===== config.mk =====
export PLATFORM = sky130hd
export DESIGN_NAME = sfrp_fifo
export DESIGN_NICKNAME = d
export VERILOG_FILES = /design/src/hw/sfrp_fifo.v
export VERILOG_INCLUDE_DIRS = /design/src /design/src/hw
export SDC_FILE = /design/constraint.sdc
export NUM_CORES = 1
export LEC_CHECK = 0
export BUFFER_PORTS_ARGS = -buffer_cell sky130_fd_sc_hd__buf_4
export CAP_MARGIN = 20
export CORE_MARGIN = 2
export CORE_UTILIZATION = 50
export DETAILED_ROUTE_END_ITERATION = 10
export PLACE_DENSITY = 0.7
export SLEW_MARGIN = 40
export SYNTH_ARGS = -nofsm -noshare
export SYNTH_HDL_FRONTEND = slang
export SYNTH_SLANG_ARGS = --single-unit

===== constraint.sdc =====
create_clock -name core_clk -period 6.55 [get_ports core_clk]
set_clock_uncertainty 0.05 [all_clocks]
set_input_delay 1.31 -clock core_clk [delete_from_list [all_inputs] [get_ports core_clk]]
set_output_delay 1.31 -clock core_clk [all_outputs]
set_load 0.1 [all_outputs]

===== src/hw/sfrp_defs.vh =====
// Register offsets, field positions and reset values of the FIFO read port.
`ifndef SFRP_DEFS_VH
`define SFRP_DEFS_VH
`define SFRP_OFS_STATUS 8'h00
`define SFRP_OFS_AE_OFFSET 8'h04
`define SFRP_OFS_AF_OFFSET 8'h08
`define SFRP_OFS_IRQ_STATUS 8'h0C
`define SFRP_OFS_IRQ_MASK 8'h10
`define SFRP_AE_OFFSET_RST 13'h0007
`define SFRP_AF_OFFSET_RST 13'h0007
`define SFRP_IRQ_MASK_RST 6'h00
`define SFRP_IRQ_EMPTY 0
`define SFRP_IRQ_ALMOST_EMPTY 1
`define SFRP_IRQ_ALMOST_FULL 2
`define SFRP_IRQ_FULL 3
`define SFRP_IRQ_OVERFLOW 4
`define SFRP_IRQ_UNDERFLOW 5
`define SFRP_IRQ_BITS 6
`define SFRP_ST_EMPTY_N 0
`define SFRP_ST_ALMOST_EMPTY_N 1
`define SFRP_ST_ALMOST_FULL_N 2
`define SFRP_ST_FULL_N 3
`define SFRP_ST_DUAL_ENABLE 4
`define SFRP_ST_COUNT_LSB 16
`endif


===== src/hw/sfrp_fifo.v =====
// Synchronous 9-bit FIFO with read port, status flags and register slave.
`timescale 1ns/10ps
`include "sfrp_defs.vh"

module sfrp_fifo #(
  parameter DATA_W = 9,
  parameter ADDR_W = 6,
  parameter DEPTH = 64
) (
  // Clock and reset.
  input wire core_clk,
  input wire rst_b,
  // Write port.
  input wire [DATA_W-1:0] write_data_in,
  input wire write_enable_a_n,
  input wire write_enable_b_or_offset_load,
  // Read port.
  input wire read_enable_a_n,
  input wire read_enable_b_n,
  input wire output_enable_n,
  output reg [DATA_W-1:0] read_data_out,
  output reg read_data_oe,
  // Flags.
  output reg empty_flag_n,
  output reg almost_empty_flag_n,
  output reg almost_full_flag_n,
  output reg full_flag_n,
  // Wishbone slave.
  input wire wb_cyc_i,
  input wire wb_stb_i,
  input wire wb_we_i,
  input wire [7:0] wb_adr_i,
  input wire [3:0] wb_sel_i,
  input wire [31:0] wb_dat_i,
  output reg [31:0] wb_dat_o,
  output reg wb_ack_o,
  // Interrupt.
  output reg irq
);

  // The occupancy counter is one bit wider than the pointers.
  // Full and empty then have distinct codes and need no extra state.
  // The pointers wrap on their own, so DEPTH must be a power of two.
  // A depth that is not a power of two would need explicit wrap logic.
  localparam CNT_W = ADDR_W + 1;
  // Depth as a counter-wide constant, for the full and free-space terms.
  localparam [CNT_W-1:0] DEPTH_C = DEPTH[CNT_W-1:0];

  // Storage and pointer state.
  // The array has no reset because its contents only matter once written.
  // The read pointer always names the oldest unread word.
  // The write pointer always names the next free location.

  reg [DATA_W-1:0] mem [0:DEPTH-1];
  reg [ADDR_W-1:0] wr_ptr_reg;
  reg [ADDR_W-1:0] rd_ptr_reg;
  reg [CNT_W-1:0] count_reg;
  reg [CNT_W-1:0] count_next;
  // Mode strap, caught while reset is held.
  reg dual_enable_reg;
  // Programmable thresholds and interrupt state.
  // The offsets are 13 bits wide so that deeper builds need no new layout.
  reg [12:0] ae_offset_reg;
  reg [12:0] af_offset_reg;
  reg [`SFRP_IRQ_BITS-1:0] irq_status_reg;
  reg [`SFRP_IRQ_BITS-1:0] irq_mask_reg;
  reg [`SFRP_IRQ_BITS-1:0] irq_status_next;
  reg [`SFRP_IRQ_BITS-1:0] irq_event;
  // Combinational read value for the bus, registered on the taking edge.
  reg [31:0] rd_mux;
  // Decoded requests and next flag levels.
  wire [CNT_W-1:0] free_next;
  wire write_req;
  wire read_req;
  wire write_go;
  wire read_go;
  wire bus_req;
  wire bus_wr;
  wire ofs_write_ok;
  wire ae_next_n;
  wire af_next_n;
  wire empty_next_n;
  wire full_next_n;

  // Write request decoded from the enables in the selected mode.
  assign write_req = ~write_enable_a_n &
    (~dual_enable_reg | write_enable_b_or_offset_load);
  // Full blocks the store so no unread word is overwritten.
  assign write_go = write_req & full_flag_n;
  // Both read enables must be low for a read request.
  assign read_req = ~read_enable_a_n & ~read_enable_b_n;
  // Empty suppresses the read, keeping the pointer in place.
  assign read_go = read_req & empty_flag_n;

  // Occupancy after this edge; flags are derived from it so they are
  // exact in the same cycle the pointers move.
  // A simultaneous store and fetch leaves the count unchanged.
  // When full, a fetch frees a slot but the same-edge store is still
  // refused, because the full flag seen at this edge blocks it.
  // When empty, a store lands but the same-edge fetch is refused, so a
  // word is never delivered in the cycle it is written.
  // The cost is one cycle of latency at either end of the range.
  always @* begin
    count_next = count_reg;
    if (write_go & ~read_go) begin
      count_next = count_reg + {{(CNT_W-1){1'b0}}, 1'b1};
    end else if (read_go & ~write_go) begin
      count_next = count_reg - {{(CNT_W-1){1'b0}}, 1'b1};
    end
  end

  // Free space after this edge, used by the almost-full threshold.
  // The subtraction cannot underflow because the count never passes DEPTH.
  assign free_next = DEPTH_C - count_next;
  // Flag levels for the next cycle, all active low.
  // Empty and full test exact codes; the almost flags are inclusive.
  assign empty_next_n = (count_next != {CNT_W{1'b0}});
  assign full_next_n = (count_next != DEPTH_C);
  // Offsets wider than the counter compare against a zero-extended count.
  assign ae_next_n = ({{(13-CNT_W){1'b0}}, count_next} >
    ae_offset_reg);
  assign af_next_n = ({{(13-CNT_W){1'b0}}, free_next} >
    af_offset_reg);

  // Storage array, written without reset since contents are don't-care.
  always @(posedge core_clk) begin
    if (write_go) begin
      mem[wr_ptr_reg] <= write_data_in;
    end
  end

  // Pointers, count, flags and the registered read data.
  // All four flags are registered so every output leaves a flip-flop.
  // The read word stays on the outputs until the next accepted read.
  // The output enable is registered as well; the outer pad ring turns
  // read_data_oe into the actual three-state control of the bus.
  // A refused read leaves both the pointer and the output word alone.
  always @(posedge core_clk) begin
    if (!rst_b) begin
      wr_ptr_reg <= {ADDR_W{1'b0}};
      rd_ptr_reg <= {ADDR_W{1'b0}};
      count_reg <= {CNT_W{1'b0}};
      empty_flag_n <= 1'b0;
      almost_empty_flag_n <= 1'b0;
      almost_full_flag_n <= 1'b1;
      full_flag_n <= 1'b1;
      read_data_out <= {DATA_W{1'b0}};
      read_data_oe <= 1'b0;
    end else begin
      if (write_go) begin
        wr_ptr_reg <= wr_ptr_reg + {{(ADDR_W-1){1'b0}}, 1'b1};
      end
      if (read_go) begin
        rd_ptr_reg <= rd_ptr_reg + {{(ADDR_W-1){1'b0}}, 1'b1};
        read_data_out <= mem[rd_ptr_reg];
      end
      count_reg <= count_next;
      empty_flag_n <= empty_next_n;
      almost_empty_flag_n <= ae_next_n;
      almost_full_flag_n <= af_next_n;
      full_flag_n <= full_next_n;
      read_data_oe <= ~output_enable_n;
    end
  end

  // The shared pin is caught while reset is held; the last value before
  // release decides the mode for the whole session.
  // Changing the pin afterwards does not change the mode; a new reset
  // is needed for that.
  // The strap has no reset value of its own, since reset is its load.
  always @(posedge core_clk) begin
    if (!rst_b) begin
      dual_enable_reg <= write_enable_b_or_offset_load;
    end
  end

  // Bus decode; a single-cycle answer keeps the slave simple.
  // The ack term in the request stops a held strobe being taken twice.
  // The master need not drop the strobe between transfers; the ack cycle leaves the gap.
  // Every address is acknowledged, mapped or not, so a stray access
  // never hangs the bus.
  assign bus_req = wb_cyc_i & wb_stb_i & ~wb_ack_o;
  assign bus_wr = bus_req & wb_we_i;
  // In offset mode the pin must be held low to alter the offsets.
  assign ofs_write_ok = dual_enable_reg |
    ~write_enable_b_or_offset_load;

  // Flag edges become interrupt events.
  // Only the moment a flag becomes active raises an event, so a level
  // that persists does not refill a status bit just cleared.
  // Refused stores and fetches raise events on every refused edge.
  always @* begin
    irq_event = {`SFRP_IRQ_BITS{1'b0}};
    irq_event[`SFRP_IRQ_EMPTY] = ~empty_next_n & empty_flag_n;
    irq_event[`SFRP_IRQ_ALMOST_EMPTY] = ~ae_next_n & almost_empty_flag_n;
    irq_event[`SFRP_IRQ_ALMOST_FULL] = ~af_next_n & almost_full_flag_n;
    irq_event[`SFRP_IRQ_FULL] = ~full_next_n & full_flag_n;
    irq_event[`SFRP_IRQ_OVERFLOW] = write_req & ~full_flag_n;
    irq_event[`SFRP_IRQ_UNDERFLOW] = read_req & ~empty_flag_n;
  end

  // Write-one-to-clear; a new event in the same cycle wins over the clear.
  always @* begin
    irq_status_next = irq_status_reg;
    if (bus_wr && wb_adr_i == `SFRP_OFS_IRQ_STATUS && wb_sel_i[0]) begin
      irq_status_next = irq_status_reg & ~wb_dat_i[`SFRP_IRQ_BITS-1:0];
    end
    irq_status_next = irq_status_next | irq_event;
  end

  // Read data multiplexer; unmapped addresses read as zero.
  // The status word shows the flags as registered, not their next values.
  // The count field lets software size a burst without a second access.
  always @* begin
    rd_mux = 32'h00000000;
    case (wb_adr_i)
      `SFRP_OFS_STATUS: begin
        rd_mux[`SFRP_ST_EMPTY_N] = empty_flag_n;
        rd_mux[`SFRP_ST_ALMOST_EMPTY_N] = almost_empty_flag_n;
        rd_mux[`SFRP_ST_ALMOST_FULL_N] = almost_full_flag_n;
        rd_mux[`SFRP_ST_FULL_N] = full_flag_n;
        rd_mux[`SFRP_ST_DUAL_ENABLE] = dual_enable_reg;
        rd_mux[`SFRP_ST_COUNT_LSB +: CNT_W] = count_reg;
      end
      `SFRP_OFS_AE_OFFSET: rd_mux[12:0] = ae_offset_reg;
      `SFRP_OFS_AF_OFFSET: rd_mux[12:0] = af_offset_reg;
      `SFRP_OFS_IRQ_STATUS: rd_mux[`SFRP_IRQ_BITS-1:0] = irq_status_reg;
      `SFRP_OFS_IRQ_MASK: rd_mux[`SFRP_IRQ_BITS-1:0] = irq_mask_reg;
      default: rd_mux = 32'h00000000;
    endcase
  end

  // Registers, bus answer and interrupt output.
  // Offset writes take effect on the edge that takes the request; the
  // ack that follows only reports the transfer as done.
  // In offset mode the shared pin must be low for offset writes to land.
  // The interrupt is computed from the next status so that it rises on
  // the same edge as the status bit behind it.
  // Mask writes take effect one edge later than the status they gate.
  always @(posedge core_clk) begin
    if (!rst_b) begin
      ae_offset_reg <= `SFRP_AE_OFFSET_RST;
      af_offset_reg <= `SFRP_AF_OFFSET_RST;
      irq_status_reg <= {`SFRP_IRQ_BITS{1'b0}};
      irq_mask_reg <= `SFRP_IRQ_MASK_RST;
      wb_ack_o <= 1'b0;
      wb_dat_o <= 32'h00000000;
      irq <= 1'b0;
    end else begin
      wb_ack_o <= bus_req;
      if (bus_req) begin
        wb_dat_o <= rd_mux;
      end
      if (bus_wr && ofs_write_ok && wb_adr_i == `SFRP_OFS_AE_OFFSET) begin
        if (wb_sel_i[0]) begin
          ae_offset_reg[7:0] <= wb_dat_i[7:0];
        end
        if (wb_sel_i[1]) begin
          ae_offset_reg[12:8] <= wb_dat_i[12:8];
        end
      end
      if (bus_wr && ofs_write_ok && wb_adr_i == `SFRP_OFS_AF_OFFSET) begin
        if (wb_sel_i[0]) begin
          af_offset_reg[7:0] <= wb_dat_i[7:0];
        end
        if (wb_sel_i[1]) begin
          af_offset_reg[12:8] <= wb_dat_i[12:8];
        end
      end
      if (bus_wr && wb_adr_i == `SFRP_OFS_IRQ_MASK && wb_sel_i[0]) begin
        irq_mask_reg <= wb_dat_i[`SFRP_IRQ_BITS-1:0];
      end
      irq_status_reg <= irq_status_next;
      irq <= |(irq_status_next & irq_mask_reg);
    end
  end

endmodule


== Word-level counts from Yosys, hierarchy flattened ==
Memories as Yosys holds them, arrays and structs flattened. A register that Yosys moved wholly into a read port is not among the register bits.
Cells that the tools add are included.
Storage, ports and cells
  memories: 1
  bits in writable memories: 576
  bits of input ports: 63
  register bits: 85
Memories
  mem: depth 64, width 9, rd ports 1, clocked after memory_dff 1, write ports 1, RTL line sfrp_fifo.v:54  | reg [DATA_W-1:0] mem [0:DEPTH-1];
Operators by class
  reductions and logical operators: 15
  bitwise logic cells: 36
  equality and inequality tests: 5
  magnitude comparators: 2
  multiplexer cells: 9
  $add $sub $neg: 5
Operators with widths (count)
  7-bit by 13-bit > comparator with 1-bit output: 2
  5-bit one-hot mux with 5 select lines: 1
  7-bit 2-to-1 mux: 3
  8-bit by 4-bit equality test with 1-bit output, second input constant: 2
  1-bit bitwise AND: 15
  1-bit NOT: 15
  7-bit one-hot mux with 2 select lines: 1
  6-bit by 1-bit adder with 6-bit output, second input constant: 2
  6-bit bitwise AND: 2
  8-bit by 3-bit equality test with 1-bit output, second input constant: 1
  8-bit by 5-bit equality test with 1-bit output, second input constant: 1
  8-bit logical NOT: 1
  2-bit AND reduction: 4
  7-bit by 1-bit adder with 7-bit output, second input constant: 1
  1-bit logical AND: 7
  7-bit != test, second input constant: 1
  7-bit nonzero test: 1
  7-bit by 1-bit subtractor with 7-bit output, second input constant: 1
  7-bit subtractor, first input constant: 1
  6-bit 2-to-1 mux: 1
  6-bit NOT: 1
  6-bit bitwise OR: 1
  6-bit OR reduction: 1
  1-bit one-hot mux with 4 select lines: 1
  3 further kinds: 5

== Longest topological paths before layout ==
Gate-level depths: netlist (run 1).
  depth after elaboration: 15
  depth in mapped cells: 16

== Worst setup path before layout (run 1) ==
Ideal clock, no wire load.
  kind: input-to-reg
  start: input port read_enable_b_n
  end: register irq
  setup slack: 2116 ps
  path buffers: 1
  cell stages on the path: 16
  required time: 6367 ps
  arrival: 4252 ps
  cell sequence: nor3b_2 > buf_2 > o21ai_0 > a21boi_0 > a21oi_1 > ha_1 > o21ai_1 > o31ai_1 > nand2b_1 > ha_1 > o21a_1 > o221ai_1 > a41o_1 > a22o_1 > a221oi_1 > a31oi_1
Between the ends
  word-level cells in the longest chain between the ends: 13
  elaborated cells on any way between the ends: 25
  classes of those cells: add/sub: 1; order compare: 2; eq/ne: 1; mux: 2; bitwise: 17; reduce/logical: 2
Ends and longest elaborated chain
  start: declaration: RTL line sfrp_fifo.v:19  | input wire read_enable_b_n,
  1-bit NOT *: RTL line sfrp_fifo.v:91  | assign read_req = ~read_enable_a_n & ~read_enable_b_n;
  1-bit bitwise AND *: RTL line sfrp_fifo.v:91
  1-bit bitwise AND: RTL line sfrp_fifo.v:93  | assign read_go = read_req & empty_flag_n;
  1-bit bitwise AND / 1-bit NOT (equally long branches): RTL line sfrp_fifo.v:107, sfrp_fifo.v:105
  7-bit 2-to-1 mux / 1-bit bitwise AND (equally long branches): RTL line sfrp_fifo.v:107, sfrp_fifo.v:105
  7-bit 2-to-1 mux: RTL line sfrp_fifo.v:105  | if (write_go & ~read_go) begin
  7-bit subtractor: RTL line sfrp_fifo.v:114  | assign free_next = DEPTH_C - count_next;
  7-bit by 13-bit > comparator with 1-bit output: RTL line sfrp_fifo.v:122  | assign af_next_n = ({{(13-CNT_W){1'b0}}, free_next} >
  1-bit NOT: RTL line sfrp_fifo.v:196  | irq_event[`SFRP_IRQ_ALMOST_FULL] = ~af_next_n & almost_full_flag_n;
  1-bit bitwise AND: RTL line sfrp_fifo.v:196
  6-bit bitwise OR *: RTL line sfrp_fifo.v:208  | irq_status_next = irq_status_next | irq_event;
  6-bit bitwise AND *: RTL line sfrp_fifo.v:274  | irq <= |(irq_status_next & irq_mask_reg);
  6-bit OR reduction *: RTL line sfrp_fifo.v:274
  end signal: assignment: RTL line sfrp_fifo.v:274
  end: declaration: RTL line sfrp_fifo.v:38  | output reg irq
Every way passes the cells marked *; elsewhere a longest branch is shown, timed or not.
A chain may end at the register's enable or synchronous reset.

== Worst setup path in the final report (run 1) ==
  start: input port write_enable_a_n
  end: register irq
Between the ends
  word-level cells in the longest chain between the ends: 14
  elaborated cells on any way between the ends: 25
  classes of those cells: add/sub: 1; order compare: 2; eq/ne: 1; mux: 2; bitwise: 17; reduce/logical: 2
Ends and longest elaborated chain
  start: declaration: RTL line sfrp_fifo.v:15  | input wire write_enable_a_n,
  1-bit NOT *: RTL line sfrp_fifo.v:86  | assign write_req = ~write_enable_a_n &
  1-bit bitwise AND *: RTL line sfrp_fifo.v:86
  1-bit bitwise AND: RTL line sfrp_fifo.v:89  | assign write_go = write_req & full_flag_n;
  1-bit NOT: RTL line sfrp_fifo.v:107  | end else if (read_go & ~write_go) begin
  1-bit bitwise AND: RTL line sfrp_fifo.v:107
  7-bit 2-to-1 mux: RTL line sfrp_fifo.v:107
  7-bit 2-to-1 mux: RTL line sfrp_fifo.v:105
  7-bit subtractor: RTL line sfrp_fifo.v:114
  7-bit by 13-bit > comparator with 1-bit output: RTL line sfrp_fifo.v:122
  1-bit NOT: RTL line sfrp_fifo.v:196
  1-bit bitwise AND: RTL line sfrp_fifo.v:196
  6-bit bitwise OR *: RTL line sfrp_fifo.v:208
  6-bit bitwise AND *: RTL line sfrp_fifo.v:274
  6-bit OR reduction *: RTL line sfrp_fifo.v:274
Marked as above.

==> flow_metrics.env, run 1 <==
export IMPL_die_width_um=235
export IMPL_synth_top_cells_by_count="edfxtp_1 (577), mux4_2 (180), nor2_1 (137), dfxtp_1 (93), clkbuf_1 (41)"
export IMPL_rows=84
export IMPL_die_height_um=235
export IMPL_slowest_stage="nor2_1"
export IMPL_yosys_area_top_type_share_pct=65.0
export IMPL_worstSetupStartpoint="write_enable_a_n"
export IMPL_drc=0
export IMPL_yosysTopAreaCell="edfxtp_1"
export IMPL_dp_hpwl_um=35500
export IMPL_via_per_inst=6.09
export IMPL_multi_input_area_um2=7160
export IMPL_layout_nets=1584
export IMPL_fmax_mhz=226
export IMPL_worstSetupPathType="in2reg"
export IMPL_cts_made_buffers=67
export IMPL_period_share_pct=67.7
export IMPL_grt_overflow=0
export IMPL_routed_wl_um=59400
export IMPL_critical_path_depth=15
export IMPL_worst_slew_pin_transition_ns=0.856
export IMPL_tns_ns=0
export IMPL_reg_top3="mem: 576 flops, wb_dat_o: 20 flops"
export IMPL_setup_viol=0
export IMPL_hp_start="read_data_out[0]"
export IMPL_grt_antenna_before_repair=1
export IMPL_cp_top_family="compound AO/OA/AOI/OAI gates"
export IMPL_setup_worst_path_end_class="register"
export IMPL_io_buffer_count=77
export IMPL_cts_tree="built"
export IMPL_cts_root_buffer="clkbuf_16"
export IMPL_r2r_end="irq"
export IMPL_antenna_left=0
export IMPL_cp_start_kind="input pin"
export IMPL_synth_top_cells_by_area="edfxtp_1 (65%), mux4_2 (15%), dfxtp_1 (7.0%), nor2_1 (1.9%), mux2i_1 (1.4%)"
export IMPL_avgSynthCellArea_um2=18.7
export IMPL_irDropWorstVdd_mv=0.261
export IMPL_drt_iter0_drc=1489
export IMPL_finalHoldViolCount=0
export IMPL_firstDrtPassIters=5
export IMPL_worstPathCellList="buf_4 -> nand2b_1 -> nor2_1 -> xnor2_1 -> ha_1 -> o21ai_1 -> nor2_1 -> xnor2_1 -> ha_1 -> nand4_1 -> o221ai_1 -> a41o_1 -> a22o_1 -> a221oi_1 -> a31oi_1"
export IMPL_status="finished clean"
export IMPL_cts_setup_buffers=0
export IMPL_grt_max_degree=120
export IMPL_critPathBufInv=1
export IMPL_r2r_cells=14
export IMPL_grt_pass1_wl_um=88900
export IMPL_drive_gt1_share_pct=28.9
export IMPL_rsz0062_at_grt="no"
export IMPL_fillCellCount=3895
export IMPL_largest_reg_flops=576
export IMPL_p_leak_nw=9.50
export IMPL_cts_sinks=670
export IMPL_yosysWarnings=0
export IMPL_ios=111
export IMPL_regMostFlops="mem"
export IMPL_register_area_um2=19200
export IMPL_clockBufferDepth=3
export IMPL_path_clk_slew_ns=0.06
export IMPL_rrSetupSlack_ns=2.45
export IMPL_cp_max_fo=11
export IMPL_gp_congestion=0.892
export IMPL_synth_edf_count=577
export IMPL_maxSlewViolCount=0
export IMPL_clk_latency_ns=0.60
export IMPL_diodes=0
export IMPL_cpPeakStageDelay_ns=0.56
export IMPL_ys_types=62
export IMPL_dp_cells=2121
export IMPL_synth_flop_cell="edfxtp_1"
export IMPL_track_usage_pct=21.8
export IMPL_worstPathArrival_ns=4.85
export IMPL_maxCapViolations=0
export IMPL_syn_area_um2=26700
export IMPL_htreeDepth=3
export IMPL_netlist_instances=1422
export IMPL_whs_ns=0.413
export IMPL_ys_ff_latch=670
export IMPL_endpoint="irq"
export IMPL_die_area_um2=55200
export IMPL_pwr_density_cell_nw_per_um2=311
export IMPL_synth_most_common_cell="edfxtp_1"
export IMPL_holdBufCountCts=0
export IMPL_ys_seq_area_share_pct=72.0
export IMPL_async_flop_share_pct=0
export IMPL_syn2layout_area_growth_pct=13.1
export IMPL_vias=13641
export IMPL_initial_core_util_pct=50.6
export IMPL_cts_resized=0
export IMPL_grt_pass1_vias=13742
export IMPL_finalCriticalPeriod_ns=4.43
export IMPL_wl_per_cell_um=26.5
export IMPL_slew_headroom_pct=42.8
export IMPL_r2r_start="full_flag_n"
export IMPL_crit_required_ns=6.97
export IMPL_stdcell_count=2240
export IMPL_hp_class="reg2reg"
export IMPL_core_um2=52700
cells in the final DEF (no fill, tap or decap), drive strengths merged, types with 7 or more instances in the layout:
cell    count
nand4      11
xnor2       8
nor2b       8
clkinv     21
xor2        9
edfxtp    577
o21ai      25
nor3       24
and2        7
a221oi     22
buf        88
conb       12
a22oi      10
dfxtp      93
ha         19
a22o       11
clkbuf     88
inv        23
mux4      180
mux2i      37
a21oi      13
nand2      32
nand3      28
nor2      138
layer usage:
metal	GRT usage (%)	up-vias	part of all wire [%]	routed length, µm
met1	29.8	7090	40	24000
met2	34.6	556	49	28900
met3	4.96	110	7.8	4610
li1	-	5883	-	-
met4	7.79	2	3.2	1880
met5	0	-	0.020	12
cell type report:
class	count	area share, %
sequential	670	63.7
multi-input combinational	654	23.7
clock buffer	88	6.20
tap	688	2.85
timing repair buffer	88	2.33
clock inverter	31	0.958
inverter	21	0.261
per-stage QoR:
step	setup WS [ns]	total power [mW]	util (%)	area, µm²
floorplan	2.12	5.42	-	26700
global placement	1.58	5.66	52.8	27800
detailed placement	1.50	5.69	53.0	27900
CTS	2.12	9.44	57.1	30100
global route	1.83	9.66	57.3	30200
finish	2.12	9.38	57.3	30200
cells by family (layout without fill, tap and decap cells):
family	Yosys count	in the layout	synth area share (%)
other	1	12	0.0141
flip-flops	670	670	72.0
AO/OA/AOI/OAI	108	108	2.90
AND/OR/NAND/NOR	281	281	5.06
adder cells (fa/ha/maj)	19	19	0.892
buffers and inverters	109	228	1.98
multiplexers	217	217	16.6
XOR/XNOR	17	17	0.587
how the worst min path moves through the flow:
stage,end,cells after the start,slack [ns]
3_3_place_gp,read_data_out[8],2,0.41
5_1_grt,read_data_out[2],2,0.45
6_report,read_data_out[0],2,0.41
3_5_place_dp,read_data_out[1],2,0.41
2_1_floorplan,irq_status_reg[3],2,0.40
4_1_cts,read_data_out[1],2,0.41
power by group:
group / leakage, nW / switching, mW / internal [mW]
sequential: 5.95 / 0.0491 / 4.67
clock: 1.05 / 1.57 / 2.21
combinational: 2.50 / 0.547 / 0.330
worst register-to-register path: cells and delay by family (launching register included):
family,cells,cell delay (ns)
XOR/XNOR,2,0.47
flip-flops,1,0.52
AND/OR/NAND/NOR,4,1.05
AO/OA/AOI/OAI,6,1.25
adder cells (fa/ha/maj),2,0.64
Power figures use the tool's default switching activity.
==> inputs of run 2 (changes only) <==
==> constraint.sdc (replaced) <==
create_clock -name core_clk -period 4.2 [get_ports core_clk]
set_clock_uncertainty 0.05 [all_clocks]
set_input_delay 0.84 -clock core_clk [delete_from_list [all_inputs] [get_ports core_clk]]
set_output_delay 0.84 -clock core_clk [all_outputs]
set_load 0.1 [all_outputs]
==> flow_metrics.env, run 2 (synthesis gave the netlist of run 1 again) <==
export IMPL_worst_slew_pin_transition_ns=0.773
export IMPL_cts_made_buffers=70
export IMPL_setup_worst_path_end_class="register"
export IMPL_cts_sinks=670
export IMPL_grt_pass1_wl_um=88700
export IMPL_drt_iter0_drc=1256
export IMPL_place_ws_ns=0.0447
export IMPL_utilization_pct=58.3
export IMPL_holdBufCountCts=0
export IMPL_rsz0062_at_grt="no"
export IMPL_slew_headroom_pct=48.4
export IMPL_cp_top_family="compound AO/OA/AOI/OAI gates"
export IMPL_worstSetupPathType="reg2reg"
export IMPL_slowest_stage="edfxtp_1"
export IMPL_dp_cells=2206
export IMPL_core_um2=52700
export IMPL_drc=0
export IMPL_layout_nets=1672
export IMPL_drive_gt1_share_pct=28.9
export IMPL_hp_class="in2reg"
export IMPL_final_common_cell="edfxtp_1"
export IMPL_period_share_pct=87.2
export IMPL_grt_antenna_before_repair=0
export IMPL_regMostFlops="mem"
export IMPL_cts_resized=0
export IMPL_grt_max_degree=68
export IMPL_crit_required_ns=4.59
export IMPL_firstDrtPassIters=5
export IMPL_cp_max_fo=9
export IMPL_track_usage_pct=21.6
export IMPL_antenna_left=0
export IMPL_cp_start_kind="register"
export IMPL_ios=111
export IMPL_largest_reg_flops=576
export IMPL_dp_hpwl_um=36700
export IMPL_worstPathCellList="nor2b_1 -> buf_4 -> nor3_1 -> a211oi_1 -> a21oi_1 -> ha_1 -> o21ai_1 -> nor2_1 -> xnor2_1 -> ha_1 -> nand4_1 -> o221ai_1 -> a41o_1 -> a22o_1 -> a221oi_1 -> a31oi_1"
export IMPL_cts_setup_buffers=0
export IMPL_worstPathArrival_ns=4.05
export IMPL_fin_ws_ns=0.539
export IMPL_vias=13827
export IMPL_routed_wl_um=58700
export IMPL_wl_per_cell_um=25.2
export IMPL_p_leak_nw=9.97
export IMPL_grt_overflow=0
export IMPL_cts_root_buffer="clkbuf_16"
export IMPL_syn2layout_area_growth_pct=15.3
export IMPL_reg_top3="mem: 576 flops, wb_dat_o: 20 flops"
export IMPL_maxSlewViolCount=0
export IMPL_htreeDepth=3
export IMPL_final_area_um2=30700
export IMPL_cts_tree="built"
export IMPL_placed_area_um2=28500
export IMPL_finalCriticalPeriod_ns=3.66
export IMPL_total_power_mw=14.8
export IMPL_finalHoldViolCount=0
export IMPL_die_area_um2=55200
export IMPL_diodes=0
export IMPL_most_common_layout_cells="edfxtp_1 (577), mux4_2 (180), buf_4 (168), nor2_1 (131), dfxtp_1 (88)"
export IMPL_status="finished clean"
export IMPL_whs_ns=0.358
export IMPL_cpMostUsedCell="ha_1"
export IMPL_multi_input_area_um2=7000
export IMPL_rows=84
export IMPL_setup_viol=0
export IMPL_die_width_um=235
export IMPL_io_buffer_count=77
export IMPL_stdcell_count=2332
export IMPL_irDropWorstVdd_mv=0.338
export IMPL_grt_pass1_vias=14042
export IMPL_clockBufferDepth=3
export IMPL_via_per_inst=5.93
export IMPL_die_height_um=235
export IMPL_path_clk_slew_ns=0.06
export IMPL_cpPeakStageDelay_ns=0.40
export IMPL_tns_ns=0
export IMPL_pwr_density_cell_nw_per_um2=481
export IMPL_maxCapViolations=0
export IMPL_register_area_um2=19200
export IMPL_fillCellCount=3903
export IMPL_critPathBufInv=1
export IMPL_initial_core_util_pct=50.6
export IMPL_fmax_mhz=273
export IMPL_clk_latency_ns=0.61
export IMPL_gp_congestion=0.912
run 2: area by class of cell:
cell class | instances | area share (%)
clock buffer | 101 | 6.39
sequential | 670 | 62.5
multi-input combinational | 654 | 22.8
inverter | 21 | 0.265
tap | 688 | 2.80
timing repair buffer | 173 | 4.43
clock inverter | 25 | 0.835
run 2: final timing paths:
kind	from	end	slack, ns	cells after the start
worst max-delay path	dual_enable_reg	irq	0.54	16
worst min-delay path	output_enable_n	read_data_oe	0.36	2
worst max register to register	dual_enable_reg	irq	0.54	16
worst min register to register	irq_status_reg[3]	irq_status_reg[3]	0.42	2
run 2: per-layer routing:
metal / GRT usage (%) / vias up / part of all wire [%]
li1: - / 6068 / -
met1: 29.8 / 7181 / 42
met2: 33.8 / 464 / 48
met3: 5.31 / 114 / 6.9
met4: 7.58 / 0 / 3.3
met5: 0 / - / 0
run 2: power by group:
| group | switching, mW | internal, mW |
|---|---|---|
| registers | 0.0723 | 7.28 |
| clock network | 2.47 | 3.51 |
| logic | 0.865 | 0.568 |
| total | 3.41 | 11.4 |
run 2: worst register-to-register path, cell delays in order, from the launching register on:
cell,delay [ns]
edfxtp_1,0.40
nor2b_1,0.30
buf_4,0.24
nor3_1,0.07
a211oi_1,0.21
a21oi_1,0.09
ha_1,0.21
o21ai_1,0.28
nor2_1,0.10
xnor2_1,0.15
ha_1,0.34
nand4_1,0.10
o221ai_1,0.14
a41o_1,0.28
a22o_1,0.20
a221oi_1,0.25
a31oi_1,0.11
==> inputs of run 3 (changes only) <==
--- a/config.mk
+++ b/config.mk
@@ -9,9 +9,9 @@
 export BUFFER_PORTS_ARGS = -buffer_cell sky130_fd_sc_hd__buf_4
 export CAP_MARGIN = 20
 export CORE_MARGIN = 2
-export CORE_UTILIZATION = 50
+export CORE_UTILIZATION = 61
 export DETAILED_ROUTE_END_ITERATION = 10
-export PLACE_DENSITY = 0.7
+export PLACE_DENSITY = 0.82
 export SLEW_MARGIN = 40
 export SYNTH_ARGS = -nofsm -noshare
 export SYNTH_HDL_FRONTEND = slang
==> flow_metrics.env, run 3 (synthesis gave the netlist of run 1 again) <==
export IMPL_crit_required_ns=4.60
export IMPL_fillCellCount=2493
export IMPL_cts_resized=0
export IMPL_irDropWorstVdd_mv=0.433
export IMPL_period_share_pct=89.2
export IMPL_core_um2=43100
export IMPL_cts_sinks=670
export IMPL_vias=14437
export IMPL_fmax_mhz=267
export IMPL_cp_start_kind="register"
export IMPL_grt_pass1_vias=14690
export IMPL_grt_max_degree=69
export IMPL_pwr_density_cell_nw_per_um2=479
export IMPL_path_clk_slew_ns=0.06
export IMPL_die_width_um=213
export IMPL_cts_made_buffers=68
export IMPL_drive_gt1_share_pct=29.2
export IMPL_cts_root_buffer="clkbuf_16"
export IMPL_grt_antenna_before_repair=1
export IMPL_routed_wl_um=63100
export IMPL_stdcell_count=2234
export IMPL_cpMostUsedCell="ha_1"
export IMPL_antenna_left=0
export IMPL_syn2layout_area_growth_pct=14.7
export IMPL_maxSlewViolCount=0
export IMPL_via_per_inst=6.46
export IMPL_drt_iter0_drc=1704
export IMPL_io_buffer_count=77
export IMPL_die_area_um2=45400
export IMPL_cp_top_family="compound AO/OA/AOI/OAI gates"
export IMPL_worst_slew_pin_transition_ns=0.809
export IMPL_worstSetupPathType="reg2reg"
export IMPL_diodes=0
export IMPL_maxCapViolations=0
export IMPL_die_height_um=213
export IMPL_cts_tree="built"
export IMPL_setup_viol=0
export IMPL_place_ws_ns=-0.0270
export IMPL_fin_ws_ns=0.452
export IMPL_rsz0062_at_grt="no"
export IMPL_regMostFlops="mem"
export IMPL_gp_congestion=0.917
export IMPL_clk_latency_ns=0.59
export IMPL_placed_area_um2=28400
export IMPL_wl_per_cell_um=28.2
export IMPL_cp_max_fo=7
export IMPL_cpPeakStageDelay_ns=0.43
export IMPL_r2r_cells=15
export IMPL_total_power_mw=14.6
export IMPL_finalCriticalPeriod_ns=3.75
export IMPL_status="finished clean"
export IMPL_hp_start="output_enable_n"
export IMPL_layout_nets=1678
export IMPL_worstHoldPathCells=2
export IMPL_grt_overflow=0
export IMPL_reg_top3="mem: 576 flops, wb_dat_o: 20 flops"
export IMPL_clockBufferDepth=3
export IMPL_most_common_layout_cells="edfxtp_1 (577), mux4_2 (180), buf_4 (176), nor2_1 (130), dfxtp_1 (88)"
export IMPL_ios=111
export IMPL_register_area_um2=19200
export IMPL_slowest_stage="nor2b_1"
export IMPL_worstPathArrival_ns=4.15
export IMPL_cts_setup_buffers=0
export IMPL_firstDrtPassIters=7
export IMPL_rows=76
export IMPL_slew_headroom_pct=46.1
export IMPL_finalHoldViolCount=0
export IMPL_initial_core_util_pct=61.9
export IMPL_grt_pass1_wl_um=93300
export IMPL_dp_cells=2111
export IMPL_dp_hpwl_um=37600
export IMPL_track_usage_pct=28.6
export IMPL_multi_input_area_um2=7000
export IMPL_hp_class="in2reg"
export IMPL_worstSetupStartpoint="dual_enable_reg"
export IMPL_setup_worst_path_end_class="register"
export IMPL_worstPathCellList="nor2b_1 -> o21ai_0 -> a21boi_0 -> a21oi_1 -> ha_1 -> o21ai_1 -> o31ai_1 -> nand2b_1 -> ha_1 -> o21a_1 -> o221ai_1 -> a41o_1 -> a22o_1 -> a221oi_1 -> a31oi_1"
export IMPL_critPathBufInv=0
export IMPL_drc=0
export IMPL_final_common_cell="edfxtp_1"
export IMPL_p_leak_nw=9.97
export IMPL_r2r_start="dual_enable_reg"
export IMPL_critical_path_depth=15
export IMPL_largest_reg_flops=576
export IMPL_holdBufCountCts=0
export IMPL_htreeDepth=3
export IMPL_final_area_um2=30600
[run 3: cell count changes in the layout (fill, tap and decap cells not counted), moves of 2 or more]
cell	change
buf_4	+8
clkbuf_1	-9
clkbuf_16	-3
clkinv_1	+8
clkinv_2	-2
clkinv_4	+2
clkinv_8	-2
inv_6	+3
[run 3: area by class of cell]
type / count / share of cell area [%]
inverters: 21 / 0.266
clock buffers: 89 / 6.07
well taps: 585 / 2.39
flip-flops and latches: 670 / 62.8
clock inverters: 34 / 0.909
multi-input cells: 654 / 22.9
repair buffers: 181 / 4.65
[run 3: report_power, final]
part           internal, mW  switching (mW)
combinational         0.579           0.876
clock                  3.32            2.50
sequential             7.28          0.0796
[run 3: per-stage QoR]
stage	hold slack, ns	setup TNS (ns)	utilization (%)
after global routing	0.332	0	71.0
final	0.357	0	71.0
after global placement	0.405	0	66.0
after floorplan	0.395	0	-
after CTS	0.339	0	70.9
after detailed placement	0.405	-0.0270	66.0
[run 3: path summary, 6_finish.rpt]
check,slack [ns],to
setup reg to reg,0.45,irq
hold reg to reg,0.42,read_data_out[1]
hold / removal,0.36,read_data_oe
setup / recovery,0.45,irq
[run 3: routing by layer]
layer | track usage [%] | part of all wire, %
met2 | 45.8 | 48
met5 | 0 | 0.021
met1 | 38.8 | 37
met4 | 12.6 | 4.5
met3 | 5.74 | 9.8
